## config.mk

```make
export PLATFORM = sky130hd
export DESIGN_NAME = fcs_clock_setup
export DESIGN_NICKNAME = d
export VERILOG_FILES = /design/src/pkg/fcs_pkg.sv /design/src/logic/fcs_rate_div.sv /design/src/logic/fcs_clock_setup.sv
export SDC_FILE = /design/constraint.sdc
export NUM_CORES = 1
export LEC_CHECK = 0
export ABC_AREA = 1
export BUFFER_PORTS_ARGS = -buffer_cell sky130_fd_sc_hd__buf_2
export CORE_MARGIN = 2
export CORE_UTILIZATION = 30
export CTS_BUF_LIST = sky130_fd_sc_hd__clkbuf_8 sky130_fd_sc_hd__clkbuf_16
export DETAILED_ROUTE_END_ITERATION = 6
export GPL_TIMING_DRIVEN = 1
export PLACE_DENSITY_LB_ADDON = 0.05
export SYNTH_ARGS = -nofsm -noshare
export SYNTH_HDL_FRONTEND = slang
export SYNTH_SLANG_ARGS = --single-unit
```

## constraint.sdc

```tcl
create_clock -name SYS_CLK_I -period 10.36 [get_ports SYS_CLK_I]
set_input_delay 1.036 -clock SYS_CLK_I [delete_from_list [all_inputs] [get_ports SYS_CLK_I]]
set_output_delay 1.036 -clock SYS_CLK_I [all_outputs]
set_load 0.05 [all_outputs]
```

## src/pkg/fcs_pkg.sv

```systemverilog
// constants, types and rate table for the clock setup block
package fcs_pkg;
	// register subaddresses
	localparam logic [15:0] ADDR_CLK_SEL = 16'h4000;
	localparam logic [15:0] ADDR_PLL0 = 16'h4002;
	localparam logic [15:0] PLL_BYTES = 16'h0006;
	localparam logic [15:0] ADDR_CONV = 16'h4017;
	localparam logic [15:0] ADDR_ENG = 16'h40eb;
	localparam logic [15:0] ADDR_SER = 16'h40f8;
	// reset values
	localparam logic [7:0] RST_BYTE = 8'h00;
	// clock select fields
	localparam int CS_EN_BIT = 0;
	localparam int CS_DIV_LSB = 1;
	localparam int CS_SRC_BIT = 3;
	localparam int CS_MIC_BIT = 4;
	// pll parameter fields, bit positions within the 48-bit value
	localparam int PLL_M_LSB = 0;
	localparam int PLL_N_LSB = 16;
	localparam int PLL_FRAC_BIT = 32;
	localparam int PLL_X_BIT = 33;
	localparam int PLL_R_LSB = 35;
	localparam int PLL_EN_BIT = 40;
	localparam int PLL_LOCK_BIT = 41;
	localparam logic [2:0] PLL_LAST_IDX = 3'h5;
	// pll output runs at four times the core clock
	localparam int CORE_SHIFT = 2;
	// timing
	localparam int SYS_CLK_MHZ = 40;
	localparam int REF_MIN_MHZ = 11;
	localparam int REF_MAX_MHZ = 20;
	localparam logic [3:0] REF_PER_MIN_CYC = 4'(SYS_CLK_MHZ / REF_MAX_MHZ);
	localparam logic [3:0] REF_PER_MAX_CYC = 4'((SYS_CLK_MHZ + REF_MIN_MHZ - 1) / REF_MIN_MHZ);
	localparam int LOCK_REF_EDGES = 1024;
	// frame lengths in core clock cycles, divider times 256
	localparam logic [10:0] FRAME_X1 = 11'h100;
	localparam logic [10:0] FRAME_X6 = 11'h600;
	localparam logic [10:0] FRAME_X4 = 11'h400;
	localparam logic [10:0] FRAME_X3 = 11'h300;
	localparam logic [10:0] FRAME_X2 = 11'h200;
	localparam logic [10:0] FRAME_X1P5 = 11'h180;
	localparam logic [10:0] FRAME_X0P5 = 11'h080;

	typedef enum logic [1:0] {
		PLL_OFF = 2'b00,
		PLL_ACQ = 2'b01,
		PLL_LOCK = 2'b11
	} fcs_pll_st_t;

	function automatic logic [10:0] frame_cycles(input logic [3:0] code);
		case (code)
			4'h0: frame_cycles = FRAME_X1;
			4'h1: frame_cycles = FRAME_X6;
			4'h2: frame_cycles = FRAME_X4;
			4'h3: frame_cycles = FRAME_X3;
			4'h4: frame_cycles = FRAME_X2;
			4'h5: frame_cycles = FRAME_X1P5;
			4'h6: frame_cycles = FRAME_X0P5;
			default: frame_cycles = FRAME_X1;
		endcase
	endfunction : frame_cycles
endpackage : fcs_pkg

```

## src/logic/fcs_rate_div.sv

```systemverilog
// frame strobe divider counting core clock ticks
`timescale 1ns/1ps
`default_nettype none
module fcs_rate_div #(
	parameter int SEL_W = 3
) (
	input wire logic clk_i,
	input wire logic rst_b_i,
	input wire logic tick_i,
	input wire logic enable_i,
	input wire logic [SEL_W-1:0] sel_i,
	output logic frame_o
);
	typedef struct packed {
		logic [10:0] cnt;
		logic frame;
	} fcs_div_st_t;

	fcs_div_st_t s;
	fcs_div_st_t n;

	always_comb begin
		logic [10:0] period;
		period = fcs_pkg::frame_cycles(4'(sel_i)); // RQ10
		n = s;
		n.frame = 1'b0;
		if (!enable_i) begin
			n.cnt = '0;
		end else if (tick_i) begin
			if (s.cnt >= period - 11'h001) begin
				n.cnt = '0;
				n.frame = 1'b1; // RQ10
			end else begin
				n.cnt = s.cnt + 11'h001;
			end
		end
	end

	always_ff @(posedge clk_i or negedge rst_b_i) begin
		if (!rst_b_i) begin
			s <= '0;
		end else begin
			s <= n;
		end
	end

	assign frame_o = s.frame;
endmodule : fcs_rate_div
`default_nettype wire

```

## src/logic/fcs_clock_setup.sv

```systemverilog
// core clock generation, pll model, rate selection and mic clock
// What this block does
// [RQ1] pll references master clock, 11 to 20 MHz
// [RQ2] host writes six pll bytes in one burst
// [RQ3] host picks integer or fractional mode
// [RQ4] integer mode multiplies reference by integer field
// [RQ5] integer mode ignores numerator and denominator
// [RQ6] fractional mode multiplies by integer plus fraction
// [RQ7] host keeps pll output within 41-54 MHz
// [RQ8] converter rate from 3-bit field
// [RQ9] engine 4-bit and serial 3-bit rate fields
// [RQ10] frame spans divider times 256 core cycles
// [RQ11] mic clock rate set in clock select
// [RQ12] pll source divides output by four
// [RQ13] source bit: 0 pin direct, 1 pll
// [RQ14] reference divided by input divider first
// [RQ15] host waits for lock before enabling core
`timescale 1ns/1ps
`default_nettype none
module fcs_clock_setup #(
	parameter int LOCK_REF_EDGES = fcs_pkg::LOCK_REF_EDGES
) (
	input wire logic SYS_CLK_I,
	input wire logic RST_B_I,
	input wire logic REFERENCE_CLOCK_PIN_I,
	input wire logic [15:0] REG_ADDR_I,
	input wire logic [7:0] REG_WDATA_I,
	input wire logic REG_WR_I,
	input wire logic REG_RD_I,
	input wire logic REG_STOP_I,
	output logic [7:0] REG_RDATA_O,
	output logic CORE_TICK_O,
	output logic PLL_LOCK_O,
	output logic MIC_CLOCK_OUT_O,
	output logic CONV_FRAME_O,
	output logic ENGINE_FRAME_O,
	output logic SERIAL_FRAME_O
);
	typedef struct packed {
		logic [7:0] clk_sel;
		logic [7:0] conv;
		logic [7:0] eng;
		logic [7:0] ser;
		logic [47:0] pll_cfg;
		logic [47:0] pll_sh;
		logic [2:0] pll_idx;
		logic [7:0] rdata;
		logic ref_q;
		logic [2:0] per_cnt;
		logic ref_ok;
		fcs_pkg::fcs_pll_st_t st;
		logic [15:0] lock_cnt;
		logic [21:0] acc;
		logic [1:0] ddiv;
		logic core_tick;
		logic mic_cnt;
		logic mic_clk;
	} fcs_st_t;

	fcs_st_t s;
	fcs_st_t n;

	always_comb begin
		logic ref_edge;
		logic [3:0] per;
		logic [15:0] pidx;
		logic [15:0] m_eff;
		logic [3:0] r_f;
		logic frac;
		logic xdiv2;
		logic [20:0] rm;
		logic [20:0] k;
		logic [21:0] t_base;
		logic [21:0] t;
		logic [21:0] sum;
		logic [7:0] pbyte;
		k = '0;
		t_base = '0;
		ref_edge = REFERENCE_CLOCK_PIN_I & ~s.ref_q;
		per = {1'b0, s.per_cnt} + 4'h1;
		pidx = REG_ADDR_I - fcs_pkg::ADDR_PLL0;
		m_eff = s.pll_cfg[fcs_pkg::PLL_M_LSB +: 16];
		if (m_eff == 16'h0000) begin
			m_eff = 16'h0001;
		end
		r_f = s.pll_cfg[fcs_pkg::PLL_R_LSB +: 4];
		frac = s.pll_cfg[fcs_pkg::PLL_FRAC_BIT];
		xdiv2 = s.pll_cfg[fcs_pkg::PLL_X_BIT];
		rm = 21'(r_f) * 21'(m_eff);
		pbyte = s.pll_cfg[8*pidx[2:0] +: 8];
		n = s;
		n.core_tick = 1'b0;
		n.ref_q = REFERENCE_CLOCK_PIN_I;

		// reference period check, 2 to 4 system cycles per edge
		if (ref_edge) begin
			n.per_cnt = '0;
			n.ref_ok = (per >= fcs_pkg::REF_PER_MIN_CYC) && (per <= fcs_pkg::REF_PER_MAX_CYC); // RQ1
		end else begin
			if (s.per_cnt != 3'h7) begin
				n.per_cnt = s.per_cnt + 3'h1;
			end
			if (per > fcs_pkg::REF_PER_MAX_CYC) begin
				n.ref_ok = 1'b0; // RQ1
			end
		end

		// register reads
		if (REG_RD_I) begin
			case (REG_ADDR_I)
				fcs_pkg::ADDR_CLK_SEL: n.rdata = s.clk_sel;
				fcs_pkg::ADDR_CONV: n.rdata = s.conv;
				fcs_pkg::ADDR_ENG: n.rdata = s.eng;
				fcs_pkg::ADDR_SER: n.rdata = s.ser;
				default: begin
					n.rdata = 8'h00;
					if (REG_ADDR_I >= fcs_pkg::ADDR_PLL0 && pidx < fcs_pkg::PLL_BYTES) begin
						n.rdata = pbyte;
						if (pidx[2:0] == fcs_pkg::PLL_LAST_IDX) begin
							n.rdata[fcs_pkg::PLL_LOCK_BIT - 40] = (s.st == fcs_pkg::PLL_LOCK);
						end
					end
				end
			endcase
		end

		// pll state
		unique case (s.st)
			fcs_pkg::PLL_OFF: begin
				n.lock_cnt = '0;
				if (s.pll_cfg[fcs_pkg::PLL_EN_BIT]) begin
					n.st = fcs_pkg::PLL_ACQ;
				end
			end
			fcs_pkg::PLL_ACQ: begin
				if (!s.pll_cfg[fcs_pkg::PLL_EN_BIT]) begin
					n.st = fcs_pkg::PLL_OFF;
				end else if (!s.ref_ok) begin
					n.lock_cnt = '0;
				end else if (ref_edge) begin
					if (s.lock_cnt == 16'(LOCK_REF_EDGES - 1)) begin
						n.st = fcs_pkg::PLL_LOCK;
					end else begin
						n.lock_cnt = s.lock_cnt + 16'h0001;
					end
				end
			end
			fcs_pkg::PLL_LOCK: begin
				n.lock_cnt = '0;
				if (!s.pll_cfg[fcs_pkg::PLL_EN_BIT]) begin
					n.st = fcs_pkg::PLL_OFF;
				end else if (!s.ref_ok) begin
					n.st = fcs_pkg::PLL_ACQ;
				end
			end
			default: begin
				n.st = fcs_pkg::PLL_OFF;
			end
		endcase

		// register writes; pll bytes only in one ascending burst from the first
		if (REG_WR_I) begin
			n.pll_idx = 3'h0;
			case (REG_ADDR_I)
				fcs_pkg::ADDR_CLK_SEL: n.clk_sel = REG_WDATA_I;
				fcs_pkg::ADDR_CONV: n.conv = REG_WDATA_I;
				fcs_pkg::ADDR_ENG: n.eng = REG_WDATA_I;
				fcs_pkg::ADDR_SER: n.ser = REG_WDATA_I;
				fcs_pkg::ADDR_PLL0: begin
					n.pll_sh[7:0] = REG_WDATA_I; // RQ2
					n.pll_idx = 3'h1;
				end
				default: begin
					if (s.pll_idx != 3'h0 && pidx == {13'h0000, s.pll_idx}) begin
						n.pll_sh[8*s.pll_idx +: 8] = REG_WDATA_I; // RQ2
						if (s.pll_idx == fcs_pkg::PLL_LAST_IDX) begin
							n.pll_cfg = {REG_WDATA_I, s.pll_sh[39:0]}; // RQ2
							n.st = fcs_pkg::PLL_OFF;
							n.lock_cnt = '0;
							n.acc = '0;
						end else begin
							n.pll_idx = s.pll_idx + 3'h1;
						end
					end
				end
			endcase
		end
		if (REG_STOP_I) begin
			n.pll_idx = 3'h0; // RQ2
		end

		// pll ratio: per reference edge add k, one core tick per t
		if (frac) begin
			k = rm + 21'(s.pll_cfg[fcs_pkg::PLL_N_LSB +: 16]); // RQ6
			t_base = 22'(m_eff); // RQ6
		end else begin
			k = 21'(r_f); // RQ4 RQ5
			t_base = 22'h00_0001; // RQ5
		end
		t = t_base << (fcs_pkg::CORE_SHIFT + int'(xdiv2)); // RQ12 RQ14
		sum = s.acc + (ref_edge ? {1'b0, k} : 22'h00_0000);

		// core clock
		if (!s.clk_sel[fcs_pkg::CS_EN_BIT]) begin
			n.acc = '0;
			n.ddiv = '0;
		end else if (s.clk_sel[fcs_pkg::CS_SRC_BIT]) begin // RQ13
			n.ddiv = '0;
			if (s.st == fcs_pkg::PLL_LOCK) begin
				if (sum >= t) begin
					n.core_tick = 1'b1; // RQ4 RQ6 RQ12
					sum = sum - t;
				end
				n.acc = sum;
			end else begin
				n.acc = '0;
			end
		end else begin
			n.acc = '0;
			if (ref_edge) begin
				if (s.ddiv == s.clk_sel[fcs_pkg::CS_DIV_LSB +: 2]) begin
					n.ddiv = '0;
					n.core_tick = 1'b1; // RQ13
				end else begin
					n.ddiv = s.ddiv + 2'h1;
				end
			end
		end

		// mic clock: core/2 or core/4
		if (!s.clk_sel[fcs_pkg::CS_EN_BIT]) begin
			n.mic_clk = 1'b0;
			n.mic_cnt = 1'b0;
		end else if (n.core_tick) begin
			n.mic_cnt = ~s.mic_cnt;
			if (s.clk_sel[fcs_pkg::CS_MIC_BIT] || s.mic_cnt) begin
				n.mic_clk = ~s.mic_clk; // RQ11
			end
		end
	end

	always_ff @(posedge SYS_CLK_I or negedge RST_B_I) begin
		if (!RST_B_I) begin
			s <= '0;
		end else begin
			s <= n;
		end
	end

	fcs_rate_div #(.SEL_W(3)) u_conv_div (
		.clk_i(SYS_CLK_I),
		.rst_b_i(RST_B_I),
		.tick_i(s.core_tick),
		.enable_i(s.clk_sel[fcs_pkg::CS_EN_BIT]),
		.sel_i(s.conv[2:0]), // RQ8
		.frame_o(CONV_FRAME_O)
	);

	fcs_rate_div #(.SEL_W(4)) u_eng_div (
		.clk_i(SYS_CLK_I),
		.rst_b_i(RST_B_I),
		.tick_i(s.core_tick),
		.enable_i(s.clk_sel[fcs_pkg::CS_EN_BIT]),
		.sel_i(s.eng[3:0]), // RQ9
		.frame_o(ENGINE_FRAME_O)
	);

	fcs_rate_div #(.SEL_W(3)) u_ser_div (
		.clk_i(SYS_CLK_I),
		.rst_b_i(RST_B_I),
		.tick_i(s.core_tick),
		.enable_i(s.clk_sel[fcs_pkg::CS_EN_BIT]),
		.sel_i(s.ser[2:0]), // RQ9
		.frame_o(SERIAL_FRAME_O)
	);

	assign REG_RDATA_O = s.rdata;
	assign CORE_TICK_O = s.core_tick;
	assign PLL_LOCK_O = (s.st == fcs_pkg::PLL_LOCK);
	assign MIC_CLOCK_OUT_O = s.mic_clk;
endmodule : fcs_clock_setup
`default_nettype wire

```

==> results.yml <==
synth:
  muxShareOfSynthArea: 0.000674
  synth_adder_area_share: 0.126
  ys.flop_type: "dfrtp_1"
  synth_warnings: 0
  synth_edf_count: 0
  synth-xor-area-share: 0.0225
  syn_area_per_cell_um2: 7.11
  synth_fp_nets: 2523
  synth_compound_area_frac: 0.160
  ys_ff_latch: 216
  post_synth_num_cell_types: 53
  async_flop_share: 1.00
  yosys.area_share.simple: 0.240
  syn_area_mm2: 0.0167
  synth_top_family_by_area: "simple AND/OR/NAND/NOR gates"
  ys_seq_area_frac: 0.323
  synth_cells: 2351
setup_path:
  rr_startpoint: "s[115]$_DFFE_PN0P_"
  startpoint: "s[115]$_DFFE_PN0P_"
  end_kind: "flop"
  crit_slowest_cell: "nand3_2"
  crit_fanout: 35
  start_kind: "flop"
  max_stage_delay_ps: 570
  r2r-end: "MIC_CLOCK_OUT_O$_DFFE_PN0P_"
  path_class: "flop to flop"
  arrival_ps: 8630
  cp.required_ps: 10800
  ff2ff_path_depth: 33
  crit_top_cell: "nand2_1"
  r2r_setup_slack_ps: 2170
clock_tree:
  cts_tree: "built"
  clockRootBuffer: "clkbuf_16"
  post_cts.repair.setup_buffers: 0
  worstSkewPairLatency_ps: 550
  cts_hold_buffers: 0
  htreeDepth: 1
  clk_pin_slew_worst_paths_ps: 60
  cts_max_path_buffers: 3
  cts.sinks: 216
  post_cts_resize_count: 0
  cts_buffers: 28
sta:
  max_slew.worst_pin.slew_ps: 1020
  rsz0062_at_grt: "no"
  setup_viol: 0
  setup_slack_ps: 2170
  drv_slew: 0
  hold_viol_final: 0
  fin_setup_tns_ps: 0
  relSlewSlack: 0.316
  clock_skew_ps: 14.6
  finalCriticalPeriod_ps: 8190
  fin_crit_sh: 0.791
  max_freq_mhz: 122
detailed_routing:
  wirelength_mm: 55.0
  drtPass1Iterations: 5
  vias_per_cell: 4.81
  routedWlPerCell_um: 17.6
  vias: 14974
  drcViolationCount: 0
  antenna_left: 0
  first_iter_violations: 911
floorplanning:
  pin_count: 44
  core_area_mm2: 0.0551
  die_area_mm2: 0.0576
  dieWidth_um: 240
  start_util: 0.303
  row_count: 86
  die_h_um: 240
pwr:
  p_leak_nw: 9.04
  comb_power_share: 0.077
  switching_share: 0.259
  cellPowerDensity_mw_per_mm2: 107
  power.switching_mw: 0.511
  ir_drop_uv: 122
  p_int_mw: 1.46
  clock_power_share: 0.486
  seqPwrFrac: 0.437
place:
  post-place-ws_ps: 2170
  gp_congestion: 0.887
  hpwl_mm: 42.2
  post-place-cells: 3066
  portBuffers: 43
worst_hold_path:
  hold_class: "flop to flop"
  hold_end: "s[129]$_DFFE_PN0P_"
  whs_path_depth: 2
  hp-start: "s[81]$_DFFE_PN0P_"
finish:
  n_fill_cell: 6102
  seqCellArea_mm2: 0.00541
  insertedDiodeCount: 0
  num-nets-final: 2520
  multi_input_area_mm2: 0.00919
  layoutNonFillerInstCount: 3116
  drive_above_1_share: 0.0600
  area.growth.synth_to_final_pct: 10.2
  postLayoutCoreUtil: 0.334
global_route:
  grt_max_degree: 99
  grt_pass1_wl_mm: 85.5
  antenna_found_initial: 0
  grt_usage: 0.192
  grt_pass1_vias: 14768
  overflow: 0
run_status:
  status: "complete, no violations"
flow_run:
  maxCapViolCount: 0
## flip-flops by register name, summed over array words and instances, names as in the netlist
register and count:
u_eng_div.s 11, REG_RDATA_O 8, MIC_CLOCK_OUT_O 1, CORE_TICK_O 1, u_ser_div.frame_o 1, u_ser_div.s 11
u_conv_div.frame_o 1, u_eng_div.frame_o 1, s 170, u_conv_div.s 11
## power by group through the flow
stage          registers (mW)  logic (mW)  clock network (mW)
2_1_floorplan           0.875      0.0893                   0
3_3_place_gp            0.878       0.154                   0
3_5_place_dp            0.878       0.153                   0
4_1_cts                 0.863       0.154               0.992
5_1_grt                 0.864       0.170                1.03
6_report                0.863       0.152               0.958
## cells in the mapped netlist (16+ instances only)
master / number / area [µm²]
a21oi_1: 121 / 606
clkbuf_1: 54 / 203
dfrtp_1: 216 / 5410
fa_1: 44 / 881
ha_1: 98 / 1230
inv_1: 443 / 1660
nand2_1: 526 / 1970
nand3_1: 103 / 515
nand4_1: 31 / 194
nor2_1: 163 / 612
nor3_1: 42 / 210
nor4_1: 22 / 138
o211ai_1: 17 / 128
o21ai_0: 177 / 886
o21ai_1: 70 / 350
o22ai_1: 24 / 150
xnor2_1: 16 / 140
xor2_1: 27 / 236
## routing by layer
metal	vias up	share of wire	track usage
li1	7561	-	-
met4	0	0.021	0.0455
met3	52	0.042	0.0264
met5	-	0	0
met1	7083	0.49	0.269
met2	278	0.45	0.311
## final cells by class
| type | count | share of cell area |
|---|---|---|
| multi-input combinational | 1597 | 0.499 |
| sequential | 216 | 0.294 |
| inverter | 456 | 0.0930 |
| tap | 748 | 0.0508 |
| clock buffer | 35 | 0.0439 |
| timing repair buffer | 49 | 0.0147 |
| clock inverter | 15 | 0.00516 |
## cell families after synthesis
kind of cell | after synthesis
simple gates | 931
buf+inv | 538
compound gates | 480
flops | 216
fa+ha+maj | 142
xor+xnor | 43
mux | 1
## worst max-delay path, delay by kind of cell (launching register included)
| kind | cells | cell delay [ps] |
|---|---|---|
| and+or+nand+nor | 16 | 3240 |
| adders and majority gates | 6 | 2540 |
| AOI/OAI and AO/OA | 7 | 1320 |
| DFF | 1 | 470 |
| xor gates and xnor gates | 1 | 300 |
| buffers and inverters | 3 | 170 |
## stage by stage
step	hold slack (ps)	cell area (µm²)	total power [mW]
after floorplan	453	16700	0.964
after global placement	466	17500	1.03
after detailed placement	474	17500	1.03
after CTS	488	18400	2.01
after global routing	505	18400	2.06
final	489	18400	1.97
## cell usage in the layout, fill, tap and decap left out, types with 7 or more instances in the layout
cell type,count
nand2_1,526
inv_1,450
dfrtp_1,216
o21ai_0,177
nor2_1,163
a21oi_1,121
nand3_1,103
ha_1,98
o21ai_1,70
fa_1,44
nor3_1,42
buf_2,42
nand4_1,31
clkbuf_16,29
xor2_1,27
o22ai_1,24
nor4_1,22
o211ai_1,17
xnor2_1,16
a31oi_1,14
inv_2,11
o21ai_2,11
or2_2,9
o32ai_1,8
o31ai_1,7
o21bai_1,7
## worst max path at each step
| stage | endpoint | slack, ps |
|---|---|---|
| after floorplan | s[13]$_DFF_PN0_ | 3670 |
| after global placement | MIC_CLOCK_OUT_O$_DFFE_PN0P_ | 2090 |
| after detailed placement | MIC_CLOCK_OUT_O$_DFFE_PN0P_ | 2170 |
| after CTS | MIC_CLOCK_OUT_O$_DFFE_PN0P_ | 2120 |
| after global routing | MIC_CLOCK_OUT_O$_DFFE_PN0P_ | 1370 |
| final | MIC_CLOCK_OUT_O$_DFFE_PN0P_ | 2170 |
No activity file was read; power rests on OpenSTA's default activity.
